[src/verilog/sadc_regs.svh]
// constants for the serial converter control block
`ifndef SADC_REGS_SVH
`define SADC_REGS_SVH
`define SADC_RES_BITS 14
`define SADC_FRAME_EDGES 5'd16
`define SADC_FIRST_BIT_EDGE 5'd3
`define SADC_NAP_COUNT 3'd2
`define SADC_SLEEP_COUNT 3'd4
`define SADC_CLK_PERIOD_NS 10
`define SADC_REF_SETTLE_MS 2
`define SADC_REF_SETTLE_CYC ((`SADC_REF_SETTLE_MS * 1000000) / `SADC_CLK_PERIOD_NS)
`define SADC_FIFO_DEPTH 8
`endif

[src/verilog/sadc_pkg.sv]
// types for the serial converter control block
`default_nettype none
package sadc_pkg;
	typedef enum logic [1:0] {
		SADC_ACTIVE,
		SADC_NAP,
		SADC_SLEEP
	} sadc_pwr_t;
endpackage
`default_nettype wire

[src/verilog/sadc_fifo_if.sv]
// stream carrier between the sample source and the result fifo
`timescale 1ns/1ps
`default_nettype none
interface sadc_fifo_if #(parameter int W = 14) ();
	logic valid;
	logic ready;
	logic [W-1:0] data;
	modport src (output valid, output data, input ready);
	modport snk (input valid, input data, output ready);
endinterface
`default_nettype wire

[src/verilog/sadc_fifo.sv]
// parameterised fifo with valid and ready on both sides
`timescale 1ns/1ps
`default_nettype none
module sadc_fifo #(
	parameter int W = 14,
	parameter int D = 8
) (
	input wire logic clk_i,
	input wire logic arst_n_i,
	sadc_fifo_if.snk in_if,
	output logic out_valid_o,
	input wire logic out_ready_i,
	output logic [W-1:0] out_data_o
);
	localparam int AW = $clog2(D);
	logic [W-1:0] mem_q [D];
	logic [AW-1:0] wr_q;
	logic [AW-1:0] rd_q;
	logic [AW:0] cnt_q;
	logic push;
	logic pop;

	// honest full and empty from the occupancy count
	assign in_if.ready = (cnt_q < (AW+1)'(D));
	assign out_valid_o = (cnt_q != '0);
	assign out_data_o = mem_q[rd_q];
	assign push = in_if.valid && in_if.ready;
	assign pop = out_valid_o && out_ready_i;

	// storage needs no reset, only pointers and the count do
	always_ff @(posedge clk_i) begin
		if (push) begin
			mem_q[wr_q] <= in_if.data;
		end
	end

	always_ff @(posedge clk_i or negedge arst_n_i) begin
		if (!arst_n_i) begin
			wr_q <= '0;
			rd_q <= '0;
			cnt_q <= '0;
		end else begin
			if (push) begin
				wr_q <= (wr_q == AW'(D - 1)) ? '0 : wr_q + 1'b1;
			end
			if (pop) begin
				rd_q <= (rd_q == AW'(D - 1)) ? '0 : rd_q + 1'b1;
			end
			cnt_q <= cnt_q + (AW+1)'(push) - (AW+1)'(pop);
		end
	end
endmodule
`default_nettype wire

[src/verilog/sadc_ctrl.sv]
// digital control of the serial sampling converter: coding, framing, power-down
//
// Contract
// - over positive full scale gives largest positive code
// - under negative full scale gives most negative code
// - results coded two's complement, 12 or 14 bits
// - code transitions lie midway between integer steps
// - comes up active after power-up
// - two strobes without clock edge enter nap
// - reference stays powered while napping
// - clock edge leaves nap at once
// - four strobes without clock edge enter sleep
// - clock edge wakes sleep; reference settles 2 ms
// - three wires: clock, strobe in, data out
// - strobe starts conversion; retrigger ignored for 16 clocks
// - result shifts out msb first from third edge
// - data output released whenever not sending bits; the code keeps the last bit driven until the next clock rise after the frame
// - bit valid by next rising clock edge
`include "sadc_regs.svh"
`timescale 1ns/1ps
`default_nettype none
module sadc_ctrl #(
	parameter int RES = `SADC_RES_BITS,
	parameter int SETTLE_CYC = `SADC_REF_SETTLE_CYC
) (
	input wire logic clk_i,
	input wire logic arst_n_i,
	input wire logic sclk_i,
	input wire logic conversion_strobe_i,
	input wire logic signed [15:0] ain_code_i,
	output logic sdo_o,
	output logic sdo_oe_o,
	output logic core_on_o,
	output logic ref_on_o,
	output logic ref_settled_o,
	output logic res_valid_o,
	output logic [RES-1:0] res_data_o,
	input wire logic res_ready_i
);
	localparam logic signed [15:0] POS_MAX = 16'sh7fff >>> (16 - RES);
	// arithmetic shift keeps the sign, so no negation is needed here
	localparam logic signed [15:0] NEG_MIN = 16'sh8000 >>> (16 - RES);

	logic [2:0] sck_s_q;
	logic [2:0] cnv_s_q;
	logic sck_lvl_q;
	logic cnv_lvl_q;
	logic sck_rise;
	logic cnv_rise;
	logic busy_q;
	logic [4:0] edge_q;
	logic [RES-1:0] shift_q;
	logic [2:0] pd_cnt_q;
	sadc_pkg::sadc_pwr_t pwr_q;
	logic [31:0] settle_q;
	logic sdo_q;
	logic oe_q;
	logic [RES-1:0] sample;
	logic strobe_ok;

	sadc_fifo_if #(.W(RES)) fifo_if ();

	// clamp the held input to the code range; it is already quantised, so no rounding is done here
	function automatic logic [RES-1:0] sadc_code(input logic signed [15:0] v);
		logic signed [15:0] c;
		c = v;
		if (v > POS_MAX) begin
			c = POS_MAX;
		end else if (v < NEG_MIN) begin
			c = NEG_MIN;
		end
		return c[RES-1:0];
	endfunction

	// three-stage synchronisers; an edge counts once stages two and three agree
	always_ff @(posedge clk_i or negedge arst_n_i) begin
		if (!arst_n_i) begin
			sck_s_q <= 3'h0;
			cnv_s_q <= 3'h0;
			sck_lvl_q <= 1'b0;
			cnv_lvl_q <= 1'b0;
		end else begin
			sck_s_q <= {sck_s_q[1:0], sclk_i};
			cnv_s_q <= {cnv_s_q[1:0], conversion_strobe_i};
			if (sck_s_q[1] == sck_s_q[2]) begin
				sck_lvl_q <= sck_s_q[2];
			end
			if (cnv_s_q[1] == cnv_s_q[2]) begin
				cnv_lvl_q <= cnv_s_q[2];
			end
		end
	end

	assign sck_rise = (sck_s_q[1] == sck_s_q[2]) && sck_s_q[2] && !sck_lvl_q;
	assign cnv_rise = (cnv_s_q[1] == cnv_s_q[2]) && cnv_s_q[2] && !cnv_lvl_q;
	// the input is an already quantised sample; midpoint thresholds live upstream
	assign sample = sadc_code(ain_code_i);
	assign strobe_ok = cnv_rise && !busy_q && !sck_rise;

	// conversion framing: a strobe is ignored until 16 clock edges pass
	always_ff @(posedge clk_i or negedge arst_n_i) begin
		if (!arst_n_i) begin
			busy_q <= 1'b0;
			edge_q <= 5'h0;
			shift_q <= '0;
		end else if (strobe_ok) begin
			busy_q <= 1'b1;
			edge_q <= 5'h0;
			shift_q <= sample;
		end else if (busy_q && sck_rise) begin
			edge_q <= edge_q + 5'h1;
			if (edge_q + 5'h1 == `SADC_FRAME_EDGES) begin
				busy_q <= 1'b0;
			end
			// shift on the same edge that presents a bit, so the next edge sees the next one
			if (edge_q + 5'h1 >= `SADC_FIRST_BIT_EDGE) begin
				shift_q <= {shift_q[RES-2:0], 1'b0};
			end
		end
	end

	// data pin: each bit stands until the next clock rise, so a receiver latching
	// on the falling edge still sees the last bit after the frame has ended
	always_ff @(posedge clk_i or negedge arst_n_i) begin
		if (!arst_n_i) begin
			sdo_q <= 1'b0;
			oe_q <= 1'b0;
		end else if (sck_rise) begin
			if (busy_q && edge_q + 5'h1 >= `SADC_FIRST_BIT_EDGE
				&& edge_q + 5'h1 < `SADC_FIRST_BIT_EDGE + 5'(RES)) begin
				sdo_q <= shift_q[RES-1];
				oe_q <= 1'b1;
			end else begin
				sdo_q <= 1'b0;
				oe_q <= 1'b0;
			end
		end
	end

	// power-down counter; a clock edge in the same cycle wins over a strobe
	always_ff @(posedge clk_i or negedge arst_n_i) begin
		if (!arst_n_i) begin
			pd_cnt_q <= 3'h0;
		end else if (sck_rise) begin
			pd_cnt_q <= 3'h0;
		end else if (cnv_rise && pd_cnt_q < `SADC_SLEEP_COUNT) begin
			pd_cnt_q <= pd_cnt_q + 3'h1;
		end
	end

	// power state follows the counter; waking is immediate on a clock edge
	always_ff @(posedge clk_i or negedge arst_n_i) begin
		if (!arst_n_i) begin
			pwr_q <= sadc_pkg::SADC_ACTIVE;
		end else if (sck_rise) begin
			pwr_q <= sadc_pkg::SADC_ACTIVE;
		end else if (pd_cnt_q >= `SADC_SLEEP_COUNT) begin
			pwr_q <= sadc_pkg::SADC_SLEEP;
		end else if (pd_cnt_q >= `SADC_NAP_COUNT) begin
			pwr_q <= sadc_pkg::SADC_NAP;
		end
	end

	// reference settling count after leaving sleep; reloaded every cycle spent in sleep
	always_ff @(posedge clk_i or negedge arst_n_i) begin
		if (!arst_n_i) begin
			settle_q <= 32'h0;
		end else if (pwr_q == sadc_pkg::SADC_SLEEP) begin
			settle_q <= 32'(SETTLE_CYC);
		end else if (settle_q != 32'h0) begin
			settle_q <= settle_q - 32'h1;
		end
	end

	// status outputs, all registered
	always_ff @(posedge clk_i or negedge arst_n_i) begin
		if (!arst_n_i) begin
			core_on_o <= 1'b1;
			ref_on_o <= 1'b1;
			ref_settled_o <= 1'b1;
		end else begin
			core_on_o <= (pwr_q == sadc_pkg::SADC_ACTIVE);
			ref_on_o <= (pwr_q != sadc_pkg::SADC_SLEEP);
			ref_settled_o <= (pwr_q != sadc_pkg::SADC_SLEEP) && (settle_q == 32'h0);
		end
	end

	assign sdo_o = sdo_q;
	assign sdo_oe_o = oe_q;

	// every accepted sample also goes to the fifo; a full fifo drops it
	assign fifo_if.valid = strobe_ok;
	assign fifo_if.data = sample;

	sadc_fifo #(.W(RES), .D(`SADC_FIFO_DEPTH)) u_fifo (
		.clk_i(clk_i),
		.arst_n_i(arst_n_i),
		.in_if(fifo_if),
		.out_valid_o(res_valid_o),
		.out_ready_i(res_ready_i),
		.out_data_o(res_data_o)
	);

	a_sdo_idle: assert property (@(posedge clk_i) disable iff (!arst_n_i)
		(!busy_q && (sck_rise || !oe_q)) |=> !oe_q)
		else $error("data pin driven while idle");
	a_nap_entry: assert property (@(posedge clk_i) disable iff (!arst_n_i)
		(pd_cnt_q == 3'd2 && !sck_rise) |=> pwr_q != sadc_pkg::SADC_ACTIVE)
		else $error("nap not entered");
	a_sleep_entry: assert property (@(posedge clk_i) disable iff (!arst_n_i)
		(pd_cnt_q == 3'd4 && !sck_rise) |=> pwr_q == sadc_pkg::SADC_SLEEP)
		else $error("sleep not entered");
	a_wake_fast: assert property (@(posedge clk_i) disable iff (!arst_n_i)
		sck_rise |=> pwr_q == sadc_pkg::SADC_ACTIVE) else $error("no wake");
	a_cnt_clear: assert property (@(posedge clk_i) disable iff (!arst_n_i)
		sck_rise |=> pd_cnt_q == 3'h0) else $error("counter not cleared");
	a_nap_ref: assert property (@(posedge clk_i) disable iff (!arst_n_i)
		pwr_q == sadc_pkg::SADC_NAP |=> ref_on_o && !core_on_o)
		else $error("reference off in nap");
	a_retrig_ignore: assert property (@(posedge clk_i) disable iff (!arst_n_i)
		(busy_q && cnv_rise && !sck_rise) |=> edge_q == $past(edge_q))
		else $error("strobe restarted frame");
	a_clamp_pos: assert property (@(posedge clk_i) disable iff (!arst_n_i)
		ain_code_i > POS_MAX |-> sample == POS_MAX[RES-1:0])
		else $error("positive clamp wrong");
	a_clamp_neg: assert property (@(posedge clk_i) disable iff (!arst_n_i)
		ain_code_i < NEG_MIN |-> sample == NEG_MIN[RES-1:0])
		else $error("negative clamp wrong");
endmodule
`default_nettype wire

[config.mk]
export PLATFORM = sky130hd
export DESIGN_NAME = sadc_ctrl
export DESIGN_NICKNAME = d
export VERILOG_FILES = /design/src/verilog/sadc_pkg.sv /design/src/verilog/sadc_fifo_if.sv /design/src/verilog/sadc_fifo.sv /design/src/verilog/sadc_ctrl.sv
export VERILOG_INCLUDE_DIRS = /design/src /design/src/verilog
export SDC_FILE = /design/constraint.sdc
export NUM_CORES = 1
export LEC_CHECK = 0
export ABC_AREA = 1
export BUFFER_PORTS_ARGS = -buffer_cell sky130_fd_sc_hd__clkbuf_2
export CORE_ASPECT_RATIO = 0.75
export CORE_UTILIZATION = 60
export CTS_CLUSTER_SIZE = 28
export DETAILED_ROUTE_END_ITERATION = 7
export GPL_TIMING_DRIVEN = 0
export PLACE_DENSITY = 0.78
export SLEW_MARGIN = 20
export SYNTH_ARGS = -nofsm -noshare
export SYNTH_HDL_FRONTEND = slang
export SYNTH_SLANG_ARGS = --single-unit
[constraint.sdc]
create_clock -name clk_i -period 3.2 [get_ports clk_i]
set_input_delay 0.16 -clock clk_i [delete_from_list [all_inputs] [get_ports clk_i]]
set_output_delay 0.16 -clock clk_i [all_outputs]
set_load 0.01 [all_outputs]
==> impl_metrics.env <==
export IMPL_rsz0062_at_grt="false"
export IMPL_gp_congestion=0.900
export IMPL_grt_max_degree=81
export IMPL_final_setup_viol_count=0
export IMPL_fin_cells=1218
export IMPL_dp_hpwl_um=14400
export IMPL_cts_tree="yes"
export IMPL_start_util=0.619
export IMPL_core_um2=14500
export IMPL_crit_slowest_cell="nor3_2"
export IMPL_cp_max_fo=8
export IMPL_synth_fp_nets=979
export IMPL_cts_sinks=192
export IMPL_synth_seq_area_share=0.596
export IMPL_grt_usage=0.297
export IMPL_final_cell_mix="186 x nand2_1, 160 x nor2_1, 112 x edfxtp_1"
export IMPL_antenna_left=0
export IMPL_layout_commonest_cell="nand2_1"
export IMPL_grt_antenna_before_repair=0
export IMPL_cp_slowest_stage_delay_ns=0.57
export IMPL_path_class="reg -> reg"
export IMPL_syn_avg_cell_area_um2=9.57
export IMPL_yosys_area_top_type="edfxtp_1"
export IMPL_cellPowerDensity_nw_per_um2=869
export IMPL_multi_input_area_um2=3230
export IMPL_route_detailed_drc=0
export IMPL_finalClockSkew_ns=0.00954
export IMPL_tightest_slew_ns=0.910
export IMPL_portBuffers=40
export IMPL_fill_cells=1061
export IMPL_cp_arrival_ns=2.74
export IMPL_nets=1043
export IMPL_final_area_um2=10100
export IMPL_ys_top_cells_by_area="edfxtp_1 37%, dfrtp_1 21%, nand2_1 7.7%"
export IMPL_syn_area_um2=9010
export IMPL_grt_overflow=0
export IMPL_period_minus_slack_ns=2.61
export IMPL_area_delta_synth_final_pct=12.6
export IMPL_drtIter0Drc=740
export IMPL_synth_compound_area_frac=0.0704
export IMPL_synthSimpleGateAreaFrac=0.254
export IMPL_dpl_cell_area_um2=9510
export IMPL_fp_dieW_um=144
export IMPL_synth_top_area_frac=0.373
export IMPL_min_period_over_period=0.814
export IMPL_ys_ff_latch=192
export IMPL_hold_viol=0
export IMPL_p_leak_nw=4.27
export IMPL_clk_pin_slew_ns=0.06
export IMPL_min_path_type="in -> reg"
export IMPL_vias=6909
export IMPL_synth_top_family_by_area="simple AND/OR/NAND/NOR gates"
export IMPL_max_cap_violations=0
export IMPL_final_seq_area_um2=5370
export IMPL_insertion_delay_ns=0.44
export IMPL_post_place_cells=1183
export IMPL_synth_xor_area_share=0.00389
export IMPL_drt_first_pass_iters=6
export IMPL_fp_dieH_um=108
export IMPL_peakVddDrop_v=0.000480
export IMPL_dieArea_um2=15500
export IMPL_worst_r2r_setup_slack_ns=0.59
export IMPL_finalMaxSlewViolations=0
export IMPL_synthFlopType="edfxtp_1"
export IMPL_synth_cell_types=41
export IMPL_synth_edf_count=112
export IMPL_avgRoutedWirePerCell_um=17.5
export IMPL_run_status="finished, final reports clean"
export IMPL_clock_root_buffer="clkbuf_16"
export IMPL_drive_gt1_frac=0.157
export IMPL_cp_data_required_time_ns=3.34
export IMPL_synthMuxAreaShare=0.00250
export IMPL_diodes=0
export IMPL_synthAdderAreaFrac=0.0244
export IMPL_worst_setup_path_end_kind="register"
export IMPL_crit_top_cell="nor2_4"
export IMPL_cts_resized=0
export IMPL_rows=38
export IMPL_drt_wl_total_um=21300
export IMPL_clock_fmax_ghz=0.384
export IMPL_crit_chain="ha_1 > inv_1 > nor2_4 > inv_2 > nand3b_4 > nor2_4 > nand2_1 > nor3_2 > buf_4"
export IMPL_slew_headroom=0.392
export IMPL_synthArstFlopShare=0.417
export IMPL_numCtsBuffers=17
export IMPL_grt_pass1_wl_um=33600
export IMPL_ys_warn_count=0
export IMPL_critPathLaunchType="register"
export IMPL_grt_pass1_vias=6362
export IMPL_htreeDepth=4
export IMPL_finalSetupTns_ns=0
export IMPL_post_cts_buffers=0
export IMPL_clock_path_buffers=2
export IMPL_ioPinCount=41
export IMPL_vias_per_cell=5.67
export IMPL_syn_inst=941
-- kinds of logic (layout without fill, tap and decap cells) --
group / Yosys count / count (layout)
simple gates: 510 / 510
flops: 192 / 192
compound gates: 115 / 115
buf+inv: 101 / 178
fa+ha+maj: 17 / 17
xor+xnor: 4 / 4
mux: 2 / 2
-- per-layer routing --
layer / vias to the layer above / routed length (um) / GRT usage
met5: - / 0 / 0
met4: 0 / 266 / 0.0889
met3: 23 / 1940 / 0.0607
met2: 340 / 9370 / 0.437
met1: 3257 / 9750 / 0.445
li1: 3289 / - / -
-- report_power, final --
part	switching, W	internal (W)	leakage, nW	total [W]
combinational	0.00213	0.00111	1.98	0.00324
clock	0.000898	0.00128	0.289	0.00217
sequential	0.000363	0.00304	2.01	0.00340
total	0.00339	0.00543	4.27	0.00882
-- worst max-delay path: cells and delay by family, from the launching register on --
kind | cells | cell delay (ns)
DFF | 1 | 0.40
adders and majority gates | 1 | 0.20
buffers and inverters | 3 | 0.51
and+or+nand+nor | 5 | 1.19
-- final timing paths --
kind                                      endpoint  cells after the start        start
worst max register to register  u_fifo.mem_q[1][7]                      9   sck_s_q[1]
max in group asynchronous           u_fifo.wr_q[1]                      2     arst_n_i
min in group asynchronous             settle_q[29]                      2     arst_n_i
worst max-delay path            u_fifo.mem_q[1][7]                      9   sck_s_q[1]
worst min register to register          cnv_s_q[1]                      0   cnv_s_q[0]
worst min-delay path                u_fifo.rd_q[2]                      5  res_ready_i
-- state kept, by name (all words and copies together), names as in the netlist, 2 cells and up --
register,cells
settle_q,32
u_fifo.rd_q,3
cnv_s_q,3
u_fifo.wr_q,3
edge_q,5
pwr_q,2
u_fifo.mem_q,112
sck_s_q,3
shift_q,14
u_fifo.cnt_q,4
pd_cnt_q,3
-- timing repair --
item	4_1_cts	5_1_grt
endpoints found under the hold margin	79	0
hold buffers	3	0
endpoints found under the setup margin	0	0
-- through the flow --
step | power (W) | hold WS, ns | worst slack, ns | util
floorplan | 0.00563 | -0.136 | 0.625 | -
global placement | 0.00652 | 0.269 | -0.332 | 0.650
detailed placement | 0.00663 | 0.243 | 0.633 | 0.654
CTS | 0.00880 | 0.210 | 0.583 | 0.697
global route | 0.00935 | 0.252 | 0.408 | 0.697
finish | 0.00882 | 0.244 | 0.595 | 0.697
-- cells in the mapped netlist, types with 12 or more instances --
master,n
nor2_1,166
buf_2,15
ha_1,16
nand4_1,12
o22ai_1,14
o21ai_0,66
inv_1,58
dfrtp_1,77
nand2_1,186
nand3_1,83
a31oi_1,14
edfxtp_1,112
nor2_2,32
clkbuf_1,17
-- final cells by class --
type                            instances  area share
Timing Repair Buffer                   45      0.0254
Buffer                                 36      0.0191
Clock buffer                           24      0.0465
Clock inverter                          8      0.0127
Inverter                               65      0.0241
Tap cell                              200      0.0247
Multi-Input combinational cell        648       0.318
Sequential cell                       192       0.529
Power figures use the tool's default switching activity.
